### config.mk
export PLATFORM = sky130hd
export DESIGN_NAME = sisr_regs
export DESIGN_NICKNAME = d
export VERILOG_FILES = /design/src/hw/sisr_pkg.sv /design/src/hw/sisr_clkdiv.sv /design/src/hw/sisr_regs.sv
export VERILOG_INCLUDE_DIRS = /design/src /design/src/hw
export SDC_FILE = /design/constraint.sdc
export NUM_CORES = 1
export LEC_CHECK = 0
export ABC_CLOCK_PERIOD_IN_PS = 3900
export BUFFER_PORTS_ARGS = -buffer_cell sky130_fd_sc_hd__buf_2
export CORE_MARGIN = 2
export CORE_UTILIZATION = 34
export CTS_CLUSTER_SIZE = 16
export DETAILED_ROUTE_END_ITERATION = 8
export GPL_ROUTABILITY_DRIVEN = 0
export HOLD_SLACK_MARGIN = 0.1
export PLACE_DENSITY_LB_ADDON = 0.15
export SLEW_MARGIN = 30
export SYNTH_ARGS = -nofsm -noshare
export SYNTH_HDL_FRONTEND = slang
export SYNTH_SLANG_ARGS = --single-unit
### constraint.sdc
create_clock -name CLK -period 3.9 [get_ports CLK]
set_clock_uncertainty 0.2 [all_clocks]
set_input_delay 0.78 -clock CLK [delete_from_list [all_inputs] [get_ports CLK]]
set_output_delay 0.78 -clock CLK [all_outputs]
set_load 0.02 [all_outputs]
### src/hw/sisr_defs.svh
`ifndef SISR_DEFS_SVH
`define SISR_DEFS_SVH

// register addresses on the internal address bus
`define SISR_ADDR_BRK_STAT    16'hFE00
`define SISR_ADDR_RST_STAT    16'hFE01
`define SISR_ADDR_BRK_CTRL    16'hFE03
`define SISR_ADDR_IRQ_LOW     16'hFE04
`define SISR_ADDR_IRQ_MID     16'hFE05
`define SISR_ADDR_IRQ_HIGH    16'hFE06
`define SISR_ADDR_BLK_BASE    16'hFE00

// field positions
`define SISR_BIT_SBW          1
`define SISR_BIT_BCE          7
`define SISR_BIT_POR          7
`define SISR_BIT_PIN          6
`define SISR_BIT_WDG          5
`define SISR_BIT_ILLEGAL_OPCODE_FLAG         4
`define SISR_BIT_ILLEGAL_ADDRESS_FLAG         3
`define SISR_BIT_LVD          1

// interrupt flag slicing (flag numbers 1..17)
`define SISR_IRQ_LOW_LSB      1
`define SISR_IRQ_MID_LSB      7
`define SISR_IRQ_HIGH_LSB     15
`define SISR_IRQ_SRC_MAX      128
`define SISR_IRQ_LOW_POS      2
`define SISR_IRQ_LOW_NUM      6
`define SISR_IRQ_MID_NUM      8
`define SISR_IRQ_HIGH_POS     0
`define SISR_IRQ_HIGH_NUM     3

// reset values
`define SISR_RST_BYTE         8'h00
`define SISR_POR_VALUE        8'h80

// module clock divide ratio (half count)
`define SISR_CLK_DIV          2

`endif

### src/hw/sisr_pkg.sv
package sisr_pkg;

   typedef struct packed {
      logic power_on;
      logic ext_pin;
      logic watchdog;
      logic illegal_opcode;
      logic illegal_address;
      logic low_voltage;
   } sisr_rst_src_t;

   typedef struct packed {
      logic [15:0] addr;
      logic [7:0]  wdata;
      logic        wr;
      logic        rd;
   } sisr_bus_req_t;

   typedef enum logic [2:0] {
      SISR_SEL_NONE = 3'b000,
      SISR_SEL_BRK  = 3'b001,
      SISR_SEL_RST  = 3'b010,
      SISR_SEL_BCTL = 3'b011,
      SISR_SEL_IRQL = 3'b100,
      SISR_SEL_IRQM = 3'b101,
      SISR_SEL_IRQH = 3'b110
   } sisr_sel_t;

endpackage

### src/hw/sisr_clkdiv.sv
`timescale 1ns/1ps
`include "sisr_defs.svh"

// divides the module clock input by two with a toggle flop
module sisr_clkdiv
   import sisr_pkg::*;
(
   // clock and reset
   input  wire logic CLK,
   input  wire logic SRST,
   // clock input and divided output
   input  wire logic module_clock_in,
   output logic      bus_clock
);

   logic prev_ff;
   logic div_ff;
   logic nxt_prev;
   logic nxt_div;

   // module_clock_in is sampled; each of its rising edges toggles the output
   always_comb begin
      nxt_prev = module_clock_in;
      nxt_div  = div_ff;
      if (module_clock_in && !prev_ff) begin
         nxt_div = ~div_ff;
      end
   end

   always_ff @(posedge CLK) begin
      if (SRST) begin
         prev_ff <= module_clock_in;   // no false edge right after reset
         div_ff  <= 1'b0;
      end else begin
         prev_ff <= nxt_prev;
         div_ff  <= nxt_div;
      end
   end

   assign bus_clock = div_ff;

endmodule

### src/hw/sisr_regs.sv
// How it works
// - bus clock is the selected incoming module clock divided by two.
// - break status holds stop/wait break flag in bit 1; writing zero clears it.
// - reset status read-only, flags at bits 7,6,5,4,3,1; bits 2,0 zero.
// - after power-on reset only the power-on flag reads set.
// - break control bit 7 is read/write clear-enable, resets to zero.
// - first interrupt register shows flags 6..1 in bits 7..2, low bits zero.
// - second interrupt register shows flags 14..7 in bits 7..0.
// - third interrupt register shows flags 17..15 in bits 2..0, rest zero.
// - interrupt flag structure extends to 127 sources (flags 127..1).
// - without clear-enable, accesses in break leave protected flags unchanged.
`timescale 1ns/1ps
`include "sisr_defs.svh"

module sisr_regs
   import sisr_pkg::*;
(
   // clock and reset
   input  wire logic         CLK,
   input  wire logic         SRST,
   // register port
   input  wire logic [15:0]  ADDR,
   input  wire logic [7:0]   WDATA,
   input  wire logic         WR,
   input  wire logic         RD,
   output logic      [7:0]   RDATA,
   // clock sources
   input  wire logic         OSCILLATOR_CLOCK,
   input  wire logic         PLL_CLOCK,
   input  wire logic         PLL_SELECT,
   output logic              BUS_CLOCK,
   // reset sources
   input  wire logic         POWER_ON_RESET_IN,
   input  wire logic         EXT_PIN_RESET,
   input  wire logic         WATCHDOG_RESET,
   input  wire logic         ILLEGAL_OPCODE_RESET,
   input  wire logic         ILLEGAL_ADDRESS_RESET,
   input  wire logic         LOW_VOLTAGE_RESET,
   output logic              INTERNAL_RESET,
   // break and interrupts
   input  wire logic         BREAK_ACTIVE,
   input  wire logic         STOPWAIT_BREAK_SET,
   input  wire logic [127:1] IRQ_PENDING,
   output logic              BREAK_CLEAR_ENABLE
);

   sisr_bus_req_t req;
   sisr_rst_src_t rsrc_ff;
   sisr_rst_src_t nxt_rsrc;
   sisr_sel_t     sel;
   logic          sbw_ff;
   logic          nxt_sbw;
   logic          bce_ff;
   logic          nxt_bce;
   logic [7:0]    rdata_ff;
   logic [7:0]    nxt_rdata;
   logic [127:1]  irq_ff;
   logic [127:1]  nxt_irq;
   logic          any_rst;
   logic          clear_ok;
   logic          module_clock_in;

   assign req = '{addr: ADDR, wdata: WDATA, wr: WR, rd: RD};

   // address decode, shared by read and write paths
   function automatic sisr_sel_t decode(input logic [15:0] a);
      unique case (a)
         `SISR_ADDR_BRK_STAT: decode = SISR_SEL_BRK;
         `SISR_ADDR_RST_STAT: decode = SISR_SEL_RST;
         `SISR_ADDR_BRK_CTRL: decode = SISR_SEL_BCTL;
         `SISR_ADDR_IRQ_LOW:  decode = SISR_SEL_IRQL;
         `SISR_ADDR_IRQ_MID:  decode = SISR_SEL_IRQM;
         `SISR_ADDR_IRQ_HIGH: decode = SISR_SEL_IRQH;
         default:             decode = SISR_SEL_NONE;
      endcase
   endfunction

   assign sel = decode(req.addr);

   // clock selection feeding the divide-by-two
   assign module_clock_in = PLL_SELECT ? PLL_CLOCK : OSCILLATOR_CLOCK;

   sisr_clkdiv u_clkdiv (
      .CLK             (CLK),
      .SRST            (SRST),
      .module_clock_in (module_clock_in),
      .bus_clock       (BUS_CLOCK)
   );

   assign any_rst = POWER_ON_RESET_IN | EXT_PIN_RESET | WATCHDOG_RESET |
                    ILLEGAL_OPCODE_RESET | ILLEGAL_ADDRESS_RESET | LOW_VOLTAGE_RESET;
   assign INTERNAL_RESET = any_rst;

   // software may clear flags outside break, or in break when enabled
   assign clear_ok = !BREAK_ACTIVE || bce_ff;

   // reset source capture
   always_comb begin
      nxt_rsrc = rsrc_ff;
      if (POWER_ON_RESET_IN) begin
         nxt_rsrc = '{power_on: 1'b1, default: 1'b0};
      end else if (any_rst) begin
         nxt_rsrc = '{power_on:        1'b0,
                      ext_pin:         EXT_PIN_RESET,
                      watchdog:        WATCHDOG_RESET,
                      illegal_opcode:  ILLEGAL_OPCODE_RESET,
                      illegal_address: ILLEGAL_ADDRESS_RESET,
                      low_voltage:     LOW_VOLTAGE_RESET};
      end
   end

   // break flag and clear-enable
   always_comb begin
      nxt_sbw = sbw_ff;
      nxt_bce = bce_ff;
      if (req.wr && sel == SISR_SEL_BRK && !req.wdata[`SISR_BIT_SBW] && clear_ok) begin
         nxt_sbw = 1'b0;
      end
      if (STOPWAIT_BREAK_SET) begin
         nxt_sbw = 1'b1;   // set wins over clear
      end
      if (req.wr && sel == SISR_SEL_BCTL) begin
         nxt_bce = req.wdata[`SISR_BIT_BCE];
      end
   end

   // interrupt flags follow pending sources
   always_comb begin
      nxt_irq = IRQ_PENDING;
   end

   // read data, registered, valid the cycle after the strobe
   always_comb begin
      nxt_rdata = `SISR_RST_BYTE;
      if (req.rd) begin
         unique case (sel)
            SISR_SEL_BRK: begin
               nxt_rdata[`SISR_BIT_SBW] = sbw_ff;
            end
            SISR_SEL_RST: begin
               nxt_rdata[`SISR_BIT_POR]  = rsrc_ff.power_on;
               nxt_rdata[`SISR_BIT_PIN]  = rsrc_ff.ext_pin;
               nxt_rdata[`SISR_BIT_WDG]  = rsrc_ff.watchdog;
               nxt_rdata[`SISR_BIT_ILLEGAL_OPCODE_FLAG] = rsrc_ff.illegal_opcode;
               nxt_rdata[`SISR_BIT_ILLEGAL_ADDRESS_FLAG] = rsrc_ff.illegal_address;
               nxt_rdata[`SISR_BIT_LVD]  = rsrc_ff.low_voltage;
            end
            SISR_SEL_BCTL: begin
               nxt_rdata[`SISR_BIT_BCE] = bce_ff;
            end
            SISR_SEL_IRQL: begin
               nxt_rdata[`SISR_IRQ_LOW_POS +: `SISR_IRQ_LOW_NUM] =
                  irq_ff[`SISR_IRQ_LOW_LSB +: `SISR_IRQ_LOW_NUM];
            end
            SISR_SEL_IRQM: begin
               nxt_rdata = irq_ff[`SISR_IRQ_MID_LSB +: `SISR_IRQ_MID_NUM];
            end
            SISR_SEL_IRQH: begin
               nxt_rdata[`SISR_IRQ_HIGH_POS +: `SISR_IRQ_HIGH_NUM] =
                  irq_ff[`SISR_IRQ_HIGH_LSB +: `SISR_IRQ_HIGH_NUM];
            end
            SISR_SEL_NONE: begin
               nxt_rdata = `SISR_RST_BYTE;
            end
         endcase
      end
   end

   always_ff @(posedge CLK) begin
      if (SRST) begin
         rsrc_ff  <= '{power_on: 1'b1, default: 1'b0};
         sbw_ff   <= 1'b0;
         bce_ff   <= 1'b0;
         irq_ff   <= '0;
         rdata_ff <= `SISR_RST_BYTE;
      end else begin
         rsrc_ff  <= nxt_rsrc;
         sbw_ff   <= nxt_sbw;
         bce_ff   <= nxt_bce;
         irq_ff   <= nxt_irq;
         rdata_ff <= nxt_rdata;
      end
   end

   assign RDATA              = rdata_ff;
   assign BREAK_CLEAR_ENABLE = bce_ff;

endmodule
==> flow_summary.ini <==
[global_route]
antenna_found_initial = 0
grt_overflow = 0
grt_pass1_vias = 1217
grt_util_all_layers_pct = 16.0
grt_max_degree = 24
grt_pass1_wl_mm = 5.29

[critical_path]
critPathArrivalTime_ps = 3080
start_kind = input pin
crit_required_ps = 3830
worstSetupEndpointType = register
r2r_cells = 2
worstSetupPathType = input pin to register
critical_path.max_fanout = 6
r2r-start = irq_ff[16]$_SDFF_PP0_
r2r_slack_ps = 2610
crit_path_start = ADDR[6]
worstReg2RegEnd = RDATA[1]$_SDFF_PP0_

[cts]
htreeDepth = 2
cts_buffer_depth = 2
cts_root_buf = clkbuf_8
clock_latency_ps = 280
post_cts_buffers = 0
tritoncts = done
cts.sinks = 35
hold_buffers = 0
clk_pin_slew_ps = 70
cts_resized = 0
numCtsBuffers = 5

[synthesis]
synth_edf_count = 0
synth-compound-area-share_pct = 15.8
synth-simple-area-share_pct = 27.8
yosys_warnings = 0
synth_mux_area_share_pct = 0.806
synthDistinctLibCells = 35
synth_top_family_by_area = simple AND/OR/NAND/NOR gates
synthFlopType = dfxtp_1
synthCells = 146
yosysSeqAreaShare_pct = 50.1
yosys-top-cells-area = dfxtp_1 (50%), nor2b_1 (8.5%), a21oi_1 (5.0%), a22oi_1 (3.8%), nand2b_1 (2.7%)
yosys.area.top_type_share_pct = 50.1
synthAdderAreaFrac_pct = 1.79
async_flop_share_pct = 0
synthXorXnorAreaFrac_pct = 1.25
yosysTopAreaCell = dfxtp_1
synth.avg_cell_area_um2 = 9.57
ys_ff_latch = 35
synth_nets = 314
syn-cell-area_mm2 = 0.00140

[hold_path]
hold_path.class = register to register
whs_path_depth = 1
min_from = rsrc_ff[5]$_SDFFE_PP1P_
whs_endpoint = rsrc_ff[5]$_SDFFE_PP1P_

[sta]
worst_pin_slew_ps = 524
finalSetupTns_ps = 0
maxSlewViolCount = 0
fin_hold_ws_ps = 274
max_slew_margin_pct = 64.2
finalCriticalPeriod_ps = 3160
rsz0062_at_grt = no
finalHoldViolations = 0
setup_ws_ps = 744
setup_viol = 0
fmax_ghz = 0.317
finalCritPeriodShare_pct = 80.9

[detailed_routing]
drc_errors = 0
first_pass_iters = 4
ant_nets = 0
via_count = 1257
wire_per_inst_um = 13.5
routed_wl_mm = 3.49
vias_per_cell = 4.85
drt-initial-drc-count = 47

[floorplan]
dieArea_mm2 = 0.00464
rows = 23
floorplan.initialDensity_pct = 35.2
die_x_um = 68.1
die_h_um = 68.1
ios = 177
coreArea_mm2 = 0.00397

[power_and_ir_drop]
p_sw_uw = 163
cellInternalPower_uw = 595
max-vdd-ir-drop_mv = 0.224
power.share.combinational_pct = 8.0
p_leak_uw = 0.000780
power_density_mw_per_mm2 = 409
sw_frac_of_total_pct = 21.5
total_power_uw = 757
clkPwrFrac_pct = 42.0
seq_power_share_pct = 50.0

[final_layout]
stdcell_area_mm2 = 0.00185
drive_gt1_share_pct = 37.8
nets = 376
area_growth_pct = 32.6
antenna_cells = 0
nFillCells = 397

[placement]
hpwl_mm = 2.75
post-place-ws_ps = 400
port_buffers = 60
dpl_cell_area_mm2 = 0.00174

[flow_run]
cap_violations = 0

[outcome]
status = finished, final reports clean
==> cells in the final DEF, fill, tap and decap left out, types with 3 or more instances in the layout <==
master and instances:
buf_2 60, inv_1 4, nand2_1 6, a22oi_1 7
nor3_1 3, nand3_1 5, nor2_1 10, a21oi_1 14
nand4b_1 3, nor2b_1 19, dfxtp_1 35, clkbuf_8 5
nand2b_1 6, o22ai_1 3
==> area by class of cell <==
cell class / instances / area [um^2] / share of cell area, %
sequential: 35 / 701 / 37.8
multi-input combinational: 102 / 662 / 35.7
timing repair buffer: 60 / 300 / 16.2
clock buffer: 5 / 68.8 / 3.71
tap: 50 / 62.6 / 3.38
clock inverter: 3 / 43.8 / 2.36
inverter: 4 / 15.0 / 0.810
==> cells in the mapped netlist (2+ instances only) <==
library cell   n
a22oi_1        7
nor2b_1       19
nor3_2         2
a21oi_1       14
inv_1          4
ha_1           2
nor2_1        10
or2_2          2
nand4b_1       3
nand3_1        5
nand2_1        6
o21ai_0        2
nor3_1         3
o22ai_1        3
clkbuf_1       4
dfxtp_1       35
nand2b_1       6
or4b_4         2
==> per-layer routing <==
metal  vias up  global-route usage, %  wire (um)
met1       560                   17.3       1400
met3         8                   4.77        235
li1        645                      -          -
met4         0                   7.00         75
met5         -                      0          0
met2        44                   28.5       1780
==> critical path, cell delays in order <==
cell	delay, ps
buf_2	90
nand4b_1	240
or4b_4	610
or2_2	330
inv_1	80
ha_1	270
a22oi_1	130
a2111oi_0	550
==> power groups by stage <==
stage	Combinational [uW]	Sequential, uW	Clock (uW)
after floorplan	28.3	386	0
after global placement	59.7	386	0
after detailed placement	61.3	387	0
after CTS	61.7	379	326
after global routing	68.1	380	342
final	60.8	379	318
==> flip-flops by register name, summed over array words and instances (netlist names) <==
name,cells
sbw_ff,1
irq_ff,17
u_clkdiv.prev_ff,1
rsrc_ff,6
BREAK_CLEAR_ENABLE,1
RDATA,8
u_clkdiv.bus_clock,1
==> metrics by stage <==
step / util [%] / std cells
2_1_floorplan: - / 146
3_3_place_gp: 43.8 / 251
3_5_place_dp: 43.8 / 251
4_1_cts: 46.7 / 259
5_1_grt: 46.7 / 259
6_report: 46.7 / 259
==> logic make-up (layout without fill, tap and decap cells) <==
group	count (synthesis)	count (layout)
and+or+nand+nor	63	63
DFF	35	35
AOI/OAI and AO/OA	34	34
buffers and inverters	9	72
adders and majority gates	2	2
xor gates and xnor gates	2	2
muxes	1	1
==> worst max path at each step <==
stage / endpoint / depth (start not counted)
after detailed placement: RDATA[1]$_SDFF_PP0_ / 8
after CTS: RDATA[1]$_SDFF_PP0_ / 8
final: RDATA[1]$_SDFF_PP0_ / 8
after global routing: RDATA[1]$_SDFF_PP0_ / 8
after global placement: RDATA[1]$_SDFF_PP0_ / 8
after floorplan: RDATA[2]$_SDFF_PP0_ / 8
Power figures use the tool's default switching activity.
